File: config.mk
export PLATFORM = sky130hd
export DESIGN_NAME = hsc_halt_control
export DESIGN_NICKNAME = d
export VERILOG_FILES = /design/src/rtl/hsc_clk_policy.v /design/src/rtl/hsc_halt_control.v
export VERILOG_INCLUDE_DIRS = /design/src /design/src/rtl
export SDC_FILE = /design/constraint.sdc
export NUM_CORES = 1
export LEC_CHECK = 0
export BUFFER_PORTS_ARGS = -buffer_cell sky130_fd_sc_hd__buf_2
export CAP_MARGIN = 40
export CORE_MARGIN = 10
export CORE_UTILIZATION = 51
export CTS_CLUSTER_DIAMETER = 80
export DETAILED_ROUTE_END_ITERATION = 8
export PLACE_DENSITY_LB_ADDON = 0.2
export SLEW_MARGIN = 20
export SYNTH_ARGS = -nofsm -noshare
export SYNTH_HDL_FRONTEND = slang
export SYNTH_HIERARCHICAL = 1
export SYNTH_SLANG_ARGS = --single-unit
File: constraint.sdc
create_clock -name i_sys_clk -period 3.1 [get_ports i_sys_clk]
set_clock_uncertainty 0.05 [all_clocks]
set_input_delay 0.31 -clock i_sys_clk [delete_from_list [all_inputs] [get_ports i_sys_clk]]
set_output_delay 0.31 -clock i_sys_clk [all_outputs]
set_load 0.03 [all_outputs]
File: src/rtl/hsc_consts.vh
`ifndef HSC_CONSTS_VH
`define HSC_CONSTS_VH

// ==========================================================================
// CPU clock source codes
// ==========================================================================
`define HSC_SRC_W          2
`define HSC_SRC_FAST_OSC   2'h0
`define HSC_SRC_CRYSTAL    2'h1
`define HSC_SRC_EXT_CLK    2'h2
`define HSC_SRC_SUBSYS     2'h3

// ==========================================================================
// Option byte layout
// ==========================================================================
`define HSC_OPT_ADDR       20'h000C0
`define HSC_OPT_STBY_BIT   0
`define HSC_OPT_WDT_ON_BIT 4

// ==========================================================================
// Release wait, in CPU clocks, shortest figure of each range
// ==========================================================================
`define HSC_WAIT_W         4
`define HSC_WAIT_VEC_MAIN  4'hA
`define HSC_WAIT_VEC_SUB   4'h8
`define HSC_WAIT_NXT_MAIN  4'h5
`define HSC_WAIT_NXT_SUB   4'h3

// ==========================================================================
// Reset values
// ==========================================================================
`define HSC_PORT_RST       8'h00

`endif

File: src/rtl/hsc_clk_policy.v
`timescale 1ns/1ps
`include "hsc_consts.vh"

// ==========================================================================
// Clock source policy: enables for run and for halt
// ==========================================================================
module hsc_clk_policy (
   // State
   input  wire                   i_halted,
   input  wire [`HSC_SRC_W-1:0]  i_src,
   // Requests while running
   input  wire                   i_fast_req,
   input  wire                   i_xtal_req,
   input  wire                   i_ext_req,
   input  wire                   i_sub_req,
   input  wire                   i_slow_req,
   // Snapshot taken at halt entry
   input  wire                   i_fast_prev,
   input  wire                   i_xtal_prev,
   input  wire                   i_ext_prev,
   input  wire                   i_sub_prev,
   // Option byte
   input  wire                   i_wdt_on,
   input  wire                   i_wdt_stby,
   // Enables
   output reg                    o_fast_en,
   output reg                    o_xtal_en,
   output reg                    o_ext_en,
   output reg                    o_sub_en,
   output reg                    o_slow_en,
   output reg                    o_wdt_run
);

   // Picks the forced value when the source matches, else the snapshot
   function hsc_keep;
      input force_on;
      input prev;
      begin
         hsc_keep = force_on | prev;
      end
   endfunction

   // Halt table; run mode follows the clock generator requests, with the slow oscillator also on when the watchdog option is set
   always @* begin
      o_fast_en = i_fast_req;
      o_xtal_en = i_xtal_req;
      o_ext_en  = i_ext_req;
      o_sub_en  = i_sub_req;
      o_slow_en = i_slow_req | i_wdt_on;
      o_wdt_run = i_wdt_on;
      if (i_halted) begin
         o_slow_en = i_wdt_on & i_wdt_stby;
         o_wdt_run = i_wdt_on & i_wdt_stby;
         o_sub_en  = hsc_keep(i_src == `HSC_SRC_SUBSYS, i_sub_prev);
         o_fast_en = hsc_keep(i_src == `HSC_SRC_FAST_OSC, i_fast_prev);
         o_xtal_en = hsc_keep(1'b0, i_xtal_prev);
         o_ext_en  = hsc_keep(1'b0, i_ext_prev);
         case (i_src)
            `HSC_SRC_CRYSTAL: begin
               o_xtal_en = 1'b1;
               o_ext_en  = 1'b0;
            end
            `HSC_SRC_EXT_CLK: begin
               o_ext_en  = 1'b1;
               o_xtal_en = 1'b0;
            end
            default: begin
               o_xtal_en = hsc_keep(1'b0, i_xtal_prev);
            end
         endcase
      end
   end

endmodule // hsc_clk_policy

File: src/rtl/hsc_halt_control.v
// Functional notes
// - Halt instruction enters the halt state.
// - Entry allowed from every CPU clock source.
// - CPU clock gated off while halted.
// - Fast oscillator forced on if CPU source.
// - Crystal source: crystal on, external input off.
// - External source: input on, crystal off.
// - Subsystem crystal keeps its pre-halt state, forced on if CPU source.
// - Slow oscillator runs only if both bits set.
// - Watchdog counts only if both bits set.
// - Flash stays usable in low-current mode.
// - RAM accesses stop, contents kept.
// - Port latches hold their pre-halt values.
// - Timer array keeps its clock.
// - Unmasked interrupt releases halt, vectored or next.
// - Reset releases halt and restarts at vector.
`timescale 1ns/1ps
`include "hsc_consts.vh"

module hsc_halt_control #(
   parameter PORT_W = 8
) (
   // Clock and reset
   input  wire                    i_sys_clk,
   input  wire                    i_arst_n,
   // CPU side
   input  wire                    i_halt_exec,
   input  wire [`HSC_SRC_W-1:0]   i_cpu_src,
   input  wire                    i_int_req,
   input  wire                    i_int_ack_en,
   input  wire                    i_rst_req,
   // Clock generator requests
   input  wire                    i_fast_req,
   input  wire                    i_xtal_req,
   input  wire                    i_ext_req,
   input  wire                    i_sub_req,
   input  wire                    i_slow_req,
   // Option byte
   input  wire [7:0]              i_opt_byte,
   // Peripheral requests
   input  wire                    i_timer_run,
   input  wire                    i_port_we,
   input  wire [PORT_W-1:0]       i_port_wdata,
   // Clock enables
   output reg                     o_cpu_clk_en,
   output reg                     o_fast_osc_en,
   output reg                     o_xtal_en,
   output reg                     o_ext_clk_en,
   output reg                     o_subxtal_en,
   output reg                     o_slow_osc_en,
   // Peripheral controls
   output reg                     o_wdt_run,
   output reg                     o_flash_lowpwr,
   output reg                     o_ram_en,
   output reg                     o_timer_clk_en,
   output reg  [PORT_W-1:0]       o_port_q,
   // Status and resume strobes
   output reg                     o_halted,
   output reg                     o_resume_vec,
   output reg                     o_resume_next,
   output reg                     o_rst_vector
);

   // =======================================================================
   // States
   // =======================================================================
   localparam [2:0] ST_RUN  = 3'h1;
   localparam [2:0] ST_HALT = 3'h2;
   localparam [2:0] ST_WAKE = 3'h4;

   reg  [2:0]              state;
   reg  [2:0]              next_state;
   reg                     halted;
   reg                     next_halted;
   reg  [`HSC_SRC_W-1:0]   src_lat;
   reg  [`HSC_SRC_W-1:0]   next_src_lat;
   reg  [`HSC_WAIT_W-1:0]  wait_cnt;
   reg  [`HSC_WAIT_W-1:0]  next_wait_cnt;
   reg                     wake_vec;
   reg                     next_wake_vec;
   reg                     fast_prev;
   reg                     xtal_prev;
   reg                     ext_prev;
   reg                     sub_prev;
   reg                     opt_wdt_on;
   reg                     opt_stby;
   reg                     opt_done;
   reg                     rst_pend;
   reg                     go_halt;
   reg                     go_wake;
   reg                     go_run;
   reg                     go_rst;
   reg  [`HSC_WAIT_W-1:0]  wake_wait;

   wire                    pol_fast;
   wire                    pol_xtal;
   wire                    pol_ext;
   wire                    pol_sub;
   wire                    pol_slow;
   wire                    pol_wdt;

   // =======================================================================
   // Option byte capture
   // =======================================================================
   // Straps are sampled once after reset release, never under reset,
   // so a changing option word cannot glitch the watchdog policy.
   always @(posedge i_sys_clk or negedge i_arst_n) begin
      if (!i_arst_n) begin
         opt_wdt_on <= 1'b0;
         opt_stby   <= 1'b0;
         opt_done   <= 1'b0;
      end else if (!opt_done) begin
         opt_wdt_on <= i_opt_byte[`HSC_OPT_WDT_ON_BIT];
         opt_stby   <= i_opt_byte[`HSC_OPT_STBY_BIT];
         opt_done   <= 1'b1;
      end
   end

   // =======================================================================
   // Release wait selection
   // =======================================================================
   // Subsystem clock is slower, so its wait figures are shorter in clocks
   always @* begin
      if (i_int_ack_en) begin
         if (src_lat == `HSC_SRC_SUBSYS) begin
            wake_wait = `HSC_WAIT_VEC_SUB;
         end else begin
            wake_wait = `HSC_WAIT_VEC_MAIN;
         end
      end else begin
         if (src_lat == `HSC_SRC_SUBSYS) begin
            wake_wait = `HSC_WAIT_NXT_SUB;
         end else begin
            wake_wait = `HSC_WAIT_NXT_MAIN;
         end
      end
   end

   // =======================================================================
   // Transition conditions
   // =======================================================================
   // Reset request wins over everything; halt entry is decoded only in run, interrupt only in halt
   always @* begin
      go_rst  = i_rst_req;
      go_halt = (state == ST_RUN) & i_halt_exec & ~i_rst_req;
      go_wake = (state == ST_HALT) & i_int_req & ~i_rst_req;
      go_run  = (state == ST_WAKE) & (wait_cnt == 4'h1) & ~i_rst_req;
   end

   // =======================================================================
   // State machine next values
   // =======================================================================
   always @* begin
      next_state    = state;
      next_halted   = halted;
      next_src_lat  = src_lat;
      next_wait_cnt = wait_cnt;
      next_wake_vec = wake_vec;
      case (state)
         ST_RUN: begin
            // Any of the four sources may be latched here
            if (go_halt) begin
               next_state   = ST_HALT;
               next_halted  = 1'b1;
               next_src_lat = i_cpu_src;
            end
         end
         ST_HALT: begin
            if (go_wake) begin
               next_state    = ST_WAKE;
               next_wait_cnt = wake_wait;
               next_wake_vec = i_int_ack_en;
            end
         end
         ST_WAKE: begin
            next_wait_cnt = wait_cnt - 4'h1;
            if (go_run) begin
               next_state  = ST_RUN;
               next_halted = 1'b0;
            end
         end
         default: begin
            next_state  = ST_RUN;
            next_halted = 1'b0;
         end
      endcase
      if (go_rst) begin
         next_state    = ST_RUN;
         next_halted   = 1'b0;
         next_wait_cnt = {`HSC_WAIT_W{1'b0}};
         next_wake_vec = 1'b0;
      end
   end

   // =======================================================================
   // State registers
   // =======================================================================
   always @(posedge i_sys_clk or negedge i_arst_n) begin
      if (!i_arst_n) begin
         state    <= ST_RUN;
         halted   <= 1'b0;
         src_lat  <= `HSC_SRC_FAST_OSC;
         wait_cnt <= {`HSC_WAIT_W{1'b0}};
         wake_vec <= 1'b0;
      end else begin
         state    <= next_state;
         halted   <= next_halted;
         src_lat  <= next_src_lat;
         wait_cnt <= next_wait_cnt;
         wake_vec <= next_wake_vec;
      end
   end

   // =======================================================================
   // Snapshot of oscillator states at halt entry
   // =======================================================================
   // Taken from the live requests in the entry cycle; software cannot
   // change them while the CPU is stopped, so the copy stays valid.
   always @(posedge i_sys_clk or negedge i_arst_n) begin
      if (!i_arst_n) begin
         fast_prev <= 1'b0;
         xtal_prev <= 1'b0;
         ext_prev  <= 1'b0;
         sub_prev  <= 1'b0;
      end else if (go_halt) begin
         fast_prev <= i_fast_req;
         xtal_prev <= i_xtal_req;
         ext_prev  <= i_ext_req;
         sub_prev  <= i_sub_req;
      end
   end

   // =======================================================================
   // Clock policy
   // =======================================================================
   // Fed the next halt flag so the enables change with the flag itself
   hsc_clk_policy u_policy (
      .i_halted    (next_halted),
      .i_src       (next_src_lat),
      .i_fast_req  (i_fast_req),
      .i_xtal_req  (i_xtal_req),
      .i_ext_req   (i_ext_req),
      .i_sub_req   (i_sub_req),
      .i_slow_req  (i_slow_req),
      .i_fast_prev (go_halt ? i_fast_req : fast_prev),
      .i_xtal_prev (go_halt ? i_xtal_req : xtal_prev),
      .i_ext_prev  (go_halt ? i_ext_req : ext_prev),
      .i_sub_prev  (go_halt ? i_sub_req : sub_prev),
      .i_wdt_on    (opt_wdt_on),
      .i_wdt_stby  (opt_stby),
      .o_fast_en   (pol_fast),
      .o_xtal_en   (pol_xtal),
      .o_ext_en    (pol_ext),
      .o_sub_en    (pol_sub),
      .o_slow_en   (pol_slow),
      .o_wdt_run   (pol_wdt)
   );

   // =======================================================================
   // Registered clock enables
   // =======================================================================
   // Reset leaves the fast oscillator running: it is the boot clock
   always @(posedge i_sys_clk or negedge i_arst_n) begin
      if (!i_arst_n) begin
         o_cpu_clk_en  <= 1'b1;
         o_fast_osc_en <= 1'b1;
         o_xtal_en     <= 1'b0;
         o_ext_clk_en  <= 1'b0;
         o_subxtal_en  <= 1'b0;
         o_slow_osc_en <= 1'b0;
         o_wdt_run     <= 1'b0;
      end else begin
         o_cpu_clk_en  <= ~next_halted;
         o_fast_osc_en <= pol_fast;
         o_xtal_en     <= pol_xtal;
         o_ext_clk_en  <= pol_ext;
         o_subxtal_en  <= pol_sub;
         o_slow_osc_en <= pol_slow;
         o_wdt_run     <= pol_wdt;
      end
   end

   // =======================================================================
   // Memory and timer controls
   // =======================================================================
   // RAM is only fenced off; its supply is untouched so data survives
   always @(posedge i_sys_clk or negedge i_arst_n) begin
      if (!i_arst_n) begin
         o_flash_lowpwr <= 1'b0;
         o_ram_en       <= 1'b1;
         o_timer_clk_en <= 1'b0;
      end else begin
         o_flash_lowpwr <= next_halted;
         o_ram_en       <= ~next_halted;
         o_timer_clk_en <= i_timer_run;
      end
   end

   // =======================================================================
   // Port output latch
   // =======================================================================
   // Writes are blocked while halted, so the pins keep their last value
   always @(posedge i_sys_clk or negedge i_arst_n) begin
      if (!i_arst_n) begin
         o_port_q <= `HSC_PORT_RST;
      end else if (i_port_we && !halted) begin
         o_port_q <= i_port_wdata;
      end
   end

   // =======================================================================
   // Status and resume strobes
   // =======================================================================
   // One reset-vector pulse after async reset release as well as on a
   // synchronous reset request; the CPU restarts from it in both cases.
   always @(posedge i_sys_clk or negedge i_arst_n) begin
      if (!i_arst_n) begin
         rst_pend      <= 1'b1;
         o_halted      <= 1'b0;
         o_resume_vec  <= 1'b0;
         o_resume_next <= 1'b0;
         o_rst_vector  <= 1'b0;
      end else begin
         rst_pend      <= 1'b0;
         o_halted      <= next_halted;
         o_resume_vec  <= go_run & wake_vec;
         o_resume_next <= go_run & ~wake_vec;
         o_rst_vector  <= go_rst | rst_pend;
      end
   end

endmodule // hsc_halt_control

==> results of run 1 <==
## placed cells by master, fill, tap and decap left out, types with 2 or more instances in the layout
cell type and n:
clkbuf_4 5, nor3_1 2, nor4_1 3, nand2_1 2, conb_1 2, inv_1 6, mux2_4 6, nor2_1 8
mux2_2 10, buf_4 2, dfrtp_1 34, ha_1 7, nor2b_1 2, a21oi_1 6, buf_2 46, a21o_1 3
or3_1 2, nand2b_1 2, dfstp_2 4, clkinvlp_4 2, mux2i_1 6, dlygate4sd3_1 2, or3b_2 2, a211o_1 2
## power breakdown
part           internal (mW)  switching [mW]
logic                  0.125           0.169
registers              0.553          0.0255
clock network          0.169           0.168
total                  0.847           0.362
## flip-flops by register name, summed over array words and instances, names as in the netlist, 2 cells and up
| name | flops |
|---|---|
| o_port_q | 8 |
| wait_cnt | 4 |
| state | 3 |
| src_lat | 2 |
## per-stage QoR
step / cells / setup WS [ns] / instance area (µm²) / utilization, %
6_report: 233 / 0.652 / 2130 / 63.8
5_1_grt: 233 / 0.528 / 2130 / 63.8
4_1_cts: 232 / 0.629 / 2100 / 63.0
3_5_place_dp: 222 / 0.642 / 2000 / 59.9
3_3_place_gp: 222 / 0.744 / 2000 / 59.9
2_1_floorplan: 138 / 0.883 / 1770 / -
## routing by layer
metal / track usage (%) / share of wire, %
met3: 6.31 / 9.7
met1: 11.8 / 38
met5: 0 / 0
met4: 4.84 / 0.83
met2: 20.1 / 51
## area by class of cell
cell class                 count  area (µm²)
timing repair buffer          51         293
tap                           46        57.6
clock inverter                 3        45.0
fill                         277        1210
clock buffer                   5        37.5
sequential                    38         956
multi-input combinational     83         714
inverter                       7        26.3
## kinds of logic (layout without fill, tap and decap cells)
family	Yosys count	count (layout)	synth area share (%)
DFF	38	38	54.0
and+or+nand+nor	30	30	11.2
muxes	22	22	14.8
AOI/OAI and AO/OA	21	21	8.48
buffers and inverters	17	66	5.65
adders and majority gates	7	7	4.95
other	2	2	0.424
xor gates and xnor gates	1	1	0.495
## path summary, 6_finish.rpt
kind,from,end,slack (ns),depth (start not counted)
setup / recovery,state[0]$_DFFE_PN1P_,o_xtal_en$_DFF_PN0_,0.65,7
hold / removal,i_port_wdata[3],o_port_q[3]$_DFFE_PN0P_,0.13,2
setup reg to reg,state[0]$_DFFE_PN1P_,o_xtal_en$_DFF_PN0_,0.65,7
hold reg to reg,wake_vec$_DFFE_PN0P_,o_resume_next$_DFF_PN0_,0.42,1
max in group asynchronous,i_arst_n,state[0]$_DFFE_PN1P_,2.15,3
min in group asynchronous,i_arst_n,o_port_q[0]$_DFFE_PN0P_,0.32,2
## worst register-to-register path, cell delays in order (launching register included)
cell and delay, ns:
dfstp_2 0.65, nand3b_4 0.11, or3_1 0.50, mux2_4 0.39, inv_1 0.10, ha_1 0.27
mux2i_1 0.18, a21oi_1 0.09
==> metrics.md, run 1 <==
| Metric | Value |
|---|---|
| Core area | 3340 µm² |
| Status | finished, final reports clean |
| Final GP Congestion | 0.708 |
| Post-CTS Setup Bufs | 0 |
| Max_slew headroom | 58.2% |
| Tcrit/Tclk final | 79.0% |
| Final ANT Viol Nets | 0 |
| Wirelength per Cell | 15.1 µm |
| Leak Pwr | 1.01 nW |
| Clock Tree Buf Depth | 2 |
| IO Pins | 53 |
| DR iter-0 viols | 45 |
| Critical Path Start Type | flop |
| Worst-path fanout max | 7 |
| Total Neg Setup Slack | 0 ns |
| Vias in the first global route | 1240 |
| Critical path's largest stage delay | 0.65 ns |
| GRT Util Overall | 11.8% |
| Die width | 78.9 µm |
| Max-slew violation count | 0 |
| Worst Tran Pin Value | 0.625 ns |
| Clock root buffer | clkbuf_4 |
| Worst hold margin | 0.128 ns |
| Global-route wire length before repair | 5830 µm |
| Synthesized Nets | 176 |
| DRC | 0 |
| H-tree Lvls | 2 |
| Crit-path leading delay family | flip-flops |
| Synthesized cell area | 1770 µm² |
| Clock Sinks | 38 |
| CP arrival | 2.64 ns |
| Hpwl dp | 2680 µm |
| Cell Rows | 21 |
| Synthesized area per cell | 12.8 µm² |
| Layout cells sized above 1 | 44.9% |
| Fraction of registers with async set or reset after synthesis | 100% |
| Die area | 6230 µm² |
| Synth top area share | 48.1% |
| Worst Path Buf+Inv | 1 |
| Main synth FF type | dfrtp_1 |
| Worst skew pair latency | 0.35 ns |
| Post-synth top cells | dfrtp_1, mux2_2, nor2_1, ha_1 |
| Largest net degree at the start of global routing | 39 |
| Yosys warning count | 6 |
| Ant diodes | 0 |
| Initial antenna violation count | 0 |
| Drt pass-1 iters | 4 |
| Detailed Route WL | 3510 µm |
| Cells after synthesis | 138 |
| RSZ-0062 raised after global routing | no |
| DR vias | 1194 |
| Worst VDD drop | 0.376 mV |
| Crit path time final | 2.45 ns |
| Clock-pin slew of the registers on the worst-case setup and hold paths | 0.12 ns |
| Slowest cell on the critical path | dfstp_2 |
| Count leader, synth | dfrtp_1 |
| Post-synthesis sequential area ratio | 54.0% |
| Final setup viols | 0 |
| Post_cts resized | 0 |
| Total Power | 1.21 mW |
| Hold-fix buffer count after cts | 2 |
| Initial Utilization | 53.1% |
| Max_cap viols | 0 |
| Ranking of synthesized cells by area | dfrtp_1, mux2_2, dfstp_2, mux2_4, ha_1 |
| CP Cell Sequence | nand3b_4 -> or3_1 -> mux2_4 -> inv_1 -> ha_1 -> mux2i_1 -> a21oi_1 |
| CTS tree | done |
| WS Path Type | flop to flop |
| PD cells | 568 nW/µm² |
| WP data required | 3.29 ns |
| Synth unique cells | 42 |
| Critical Path End Type | flop |
| Dominant cell type by area after synthesis | dfrtp_1 |
| Area growth syn-to-layout | 20.3% |
| Vias per cell | 5.12 |
| Worst Hold Class | input port to flop |
| Final hold vios | 0 |
| FF+latch count, synth | 38 |
| Highest Clock Rate | 409 MHz |
| Final Net Count | 224 |
| CTS buffer count | 5 |
| Die Y | 78.9 µm |
| EDFF count, synth | 0 |
| Buffers on Ports | 46 |
| GRT Residual Overflow | 0 |
Power figures use the tool's default switching activity.
==> inputs of run 2 (changes only) <==
--- a/config.mk
+++ b/config.mk
@@ -6,10 +6,11 @@
 export SDC_FILE = /design/constraint.sdc
 export NUM_CORES = 1
 export LEC_CHECK = 0
+export ABC_AREA = 1
 export BUFFER_PORTS_ARGS = -buffer_cell sky130_fd_sc_hd__buf_2
 export CAP_MARGIN = 40
 export CORE_MARGIN = 10
-export CORE_UTILIZATION = 51
+export CORE_UTILIZATION = 45
 export CTS_CLUSTER_DIAMETER = 80
 export DETAILED_ROUTE_END_ITERATION = 8
 export PLACE_DENSITY_LB_ADDON = 0.2
==> constraint.sdc (replaced) <==
create_clock -name i_sys_clk -period 2.15 [get_ports i_sys_clk]
set_clock_uncertainty 0.05 [all_clocks]
set_input_delay 0.215 -clock i_sys_clk [delete_from_list [all_inputs] [get_ports i_sys_clk]]
set_output_delay 0.215 -clock i_sys_clk [all_outputs]
set_load 0.03 [all_outputs]
==> metrics.md, run 2 <==
| Metric | Value |
|---|---|
| Status | finished, final reports clean |
| Clock root buffer | clkbuf_8 |
| CP arrival | 1.98 ns |
| Mux contribution to synthesized area | 6.50% |
| Crit-path most repeated cell | nand2_1 |
| Synth unique cells | 23 |
| Largest register by flop count | o_port_q |
| Clock Sinks | 38 |
| Dominant cell type by area after synthesis | dfrtp_1 |
| Power share of the combinational group | 23.5% |
| Fillers | 333 |
| Post-synth top cells | nand2_1, dfrtp_1, inv_1, nand3_1, mux2_2 |
| Top flop regs | o_port_q x8, wait_cnt x4, state x3 |
| Buffers on Ports | 46 |
| Worst Path Buf+Inv | 2 |
| XOR/XNOR share of the synthesized area | 0.505% |
| Cells after synthesis | 182 |
| RSZ-0062 raised after global routing | no |
| WS Path Type | flop to flop |
| Critical Path Start Type | flop |
| PD cells | 948 nW/µm² |
| Post-route cell area | 2210 µm² |
| Synthesized area per cell | 9.52 µm² |
| Sequential share of power | 41.3% |
| Final hold vios | 0 |
| Initial antenna violation count | 0 |
| CTS tree | done |
| Count leader, synth | nand2_1 |
| Post-DP Area | 2020 µm² |
| EDFF count, synth | 0 |
| Leak Pwr | 1.19 nW |
| Max-slew violation count | 0 |
| Total Neg Setup Slack | 0 ns |
| Reg-to-reg critical path startpoint | state[0]$_DFFE_PN1P_ |
| Tcrit/Tclk final | 85.8% |
| Vias in the first global route | 1265 |
| Worst VDD drop | 0.417 mV |
| Post_cts resized | 0 |
| Synthesized Nets | 220 |
| Combinational family with the most area after synthesis | simple AND/OR/NAND/NOR gates |
| FF+latch count, synth | 38 |
| Vias per cell | 4.53 |
| Wirelength per Cell | 11.8 µm |
| Crit-path leading delay family | simple AND/OR/NAND/NOR gates |
| Initial Utilization | 47.0% |
| Max_cap viols | 0 |
| Post-synthesis adder-cell area fraction | 5.05% |
| Hold path cells | 3 |
| Main synth FF type | dfrtp_1 |
| Detailed Route WL | 3390 µm |
| Ranking of synthesized cells by area | dfrtp_1, nand2_1, mux2_2, dfstp_2, ha_1 |
| RR Endpoint | o_xtal_en$_DFF_PN0_ |
| Worst-case reg-to-reg path depth | 11 |
| Hpwl dp | 2680 µm |
| Post-Synth Simple-Gate Area | 22.5% |
| Ant diodes | 0 |
| Cell Rows | 22 |
| Yosys warning count | 6 |
| Highest Clock Rate | 542 MHz |
| Worst skew pair latency | 0.29 ns |
| Synth Area in Compound Gates | 3.32% |
| Final GP Congestion | 0.788 |
| IO Pins | 53 |
| Crit path time final | 1.85 ns |
| Global-route wire length before repair | 5670 µm |
| Largest net degree at the start of global routing | 39 |
| Slowest cell on the critical path | dfstp_2 |
| Worst hold path endpoint | o_slow_osc_en$_DFF_PN0_ |
| Critical path's largest stage delay | 0.56 ns |
| Commonest cells after routing, fill and taps aside | nand2_1, buf_2, dfrtp_1 |
| Final ANT Viol Nets | 0 |
| Synth top area share | 49.1% |
| Post-route setup slack | 0.304 ns |
| CTS buffer count | 5 |
| Worst-path fanout max | 4 |
| Worst R2R Setup Slack | 0.30 ns |
| Min-delay src | i_slow_req |
| Final Net Count | 276 |
| Drt pass-1 iters | 4 |
| Final setup viols | 0 |
| Clock power share | 35.2% |
| Layout cells sized above 1 | 37.2% |
| Worst hold margin | 0.0852 ns |
| Post-CTS Setup Bufs | 0 |
| H-tree Lvls | 2 |
| Clock-pin slew of the registers on the worst-case setup and hold paths | 0.07 ns |
| Switching part of the total power | 28.8% |
| Critical Path End Type | flop |
| Int Power | 1.49 mW |
| DRC | 0 |
| Die width | 82.1 µm |
| Core area | 3690 µm² |
| Post-synthesis sequential area ratio | 55.2% |
| WP data required | 2.28 ns |
| Hold-fix buffer count after cts | 2 |
| Max FFs per register | 8 |
| Synthesized cell area | 1730 µm² |
| Setup WS pre-CTS | 0.291 ns |
| GRT Residual Overflow | 0 |
| DR vias | 1300 |
| Worst Hold Class | input port to flop |
| Die area | 6730 µm² |
| Die Y | 82.1 µm |
| GRT Util Overall | 10.8% |
| CP Cell Sequence | nand3_2 -> nor2_1 -> nand2_1 -> nand2_1 -> nand2_1 -> inv_1 -> ha_1 -> inv_1 -> nand2_1 -> nand3_1 -> nand2_1 |
| Area growth syn-to-layout | 27.3% |
| P_sw | 0.602 mW |
| Fraction of registers with async set or reset after synthesis | 100% |
| Clock Tree Buf Depth | 2 |
| DR iter-0 viols | 41 |
| Commonest non-fill, non-tap cell in the layout | nand2_1 |
## run 2: changes by cell type in the layout (fill, tap and decap cells not counted), moves of 5 or more
| cell | delta |
|---|---|
| a21oi_1 | -5 |
| o21ai_0 | +5 |
| inv_1 | +14 |
| mux2i_1 | -6 |
| nand2_2 | +5 |
| nand3_1 | +13 |
| mux2_4 | -6 |
| clkbuf_4 | -5 |
| clkbuf_8 | +6 |
| nand2_1 | +51 |
## run 2: worst max path at each step
stage / depth (start not counted) / to / start / slack [ns]
floorplan: 11 / o_ext_clk_en$_DFF_PN0_ / state[0]$_DFFE_PN1P_ / 0.39
global placement: 11 / o_xtal_en$_DFF_PN0_ / state[0]$_DFFE_PN1P_ / 0.33
detailed placement: 11 / o_xtal_en$_DFF_PN0_ / state[0]$_DFFE_PN1P_ / 0.29
CTS: 11 / o_xtal_en$_DFF_PN0_ / state[0]$_DFFE_PN1P_ / 0.28
global route: 11 / o_xtal_en$_DFF_PN0_ / state[0]$_DFFE_PN1P_ / 0.1
finish: 11 / o_xtal_en$_DFF_PN0_ / state[0]$_DFFE_PN1P_ / 0.30
## run 2: power by group through the flow
stage	sequential, mW	clock [mW]	combinational, mW
2_1_floorplan	0.971	0	0.252
3_3_place_gp	0.874	0	0.487
3_5_place_dp	0.878	0	0.495
4_1_cts	0.865	0.754	0.498
5_1_grt	0.878	0.783	0.559
6_report	0.864	0.736	0.492
## run 2: area by class of cell
cell class	count	area, µm²	share of cell area [%]
Sequential cell	38	956	43.3
Multi-Input combinational cell	117	664	30.1
Timing Repair Buffer	52	293	13.3
Inverter	24	90.1	4.08
Clock buffer	6	82.6	3.74
Clock inverter	2	60.1	2.72
Tap cell	48	60.1	2.72
## run 2: worst min-delay path, stage by stage
cell,delay [ns]
buf_2,0.08
nand2_1,0.04
nand2_1,0.05
## run 2: kinds of logic after synthesis
| group | count (synthesis) |
|---|---|
| and+or+nand+nor | 87 |
| buffers and inverters | 27 |
| other | 2 |
| DFF | 38 |
| AOI/OAI and AO/OA | 10 |
| adders and majority gates | 7 |
| xor gates and xnor gates | 1 |
| muxes | 10 |
## run 2: metrics by stage
step | cells | util [%] | total power, mW
after floorplan | 182 | - | 1.22
after global placement | 276 | 54.9 | 1.36
after detailed placement | 276 | 54.9 | 1.37
after CTS | 286 | 59.3 | 2.12
after global routing | 287 | 59.8 | 2.22
final | 287 | 59.8 | 2.09
## run 2: per-layer routing
layer	GRT usage [%]	share of wire [%]	wire length, µm	vias up
met5	0	0	0	-
met4	4.59	1.5	52	0
met3	4.04	6.9	234	5
met2	17.3	49	1660	32
met1	12.7	43	1440	590
li1	-	-	-	673
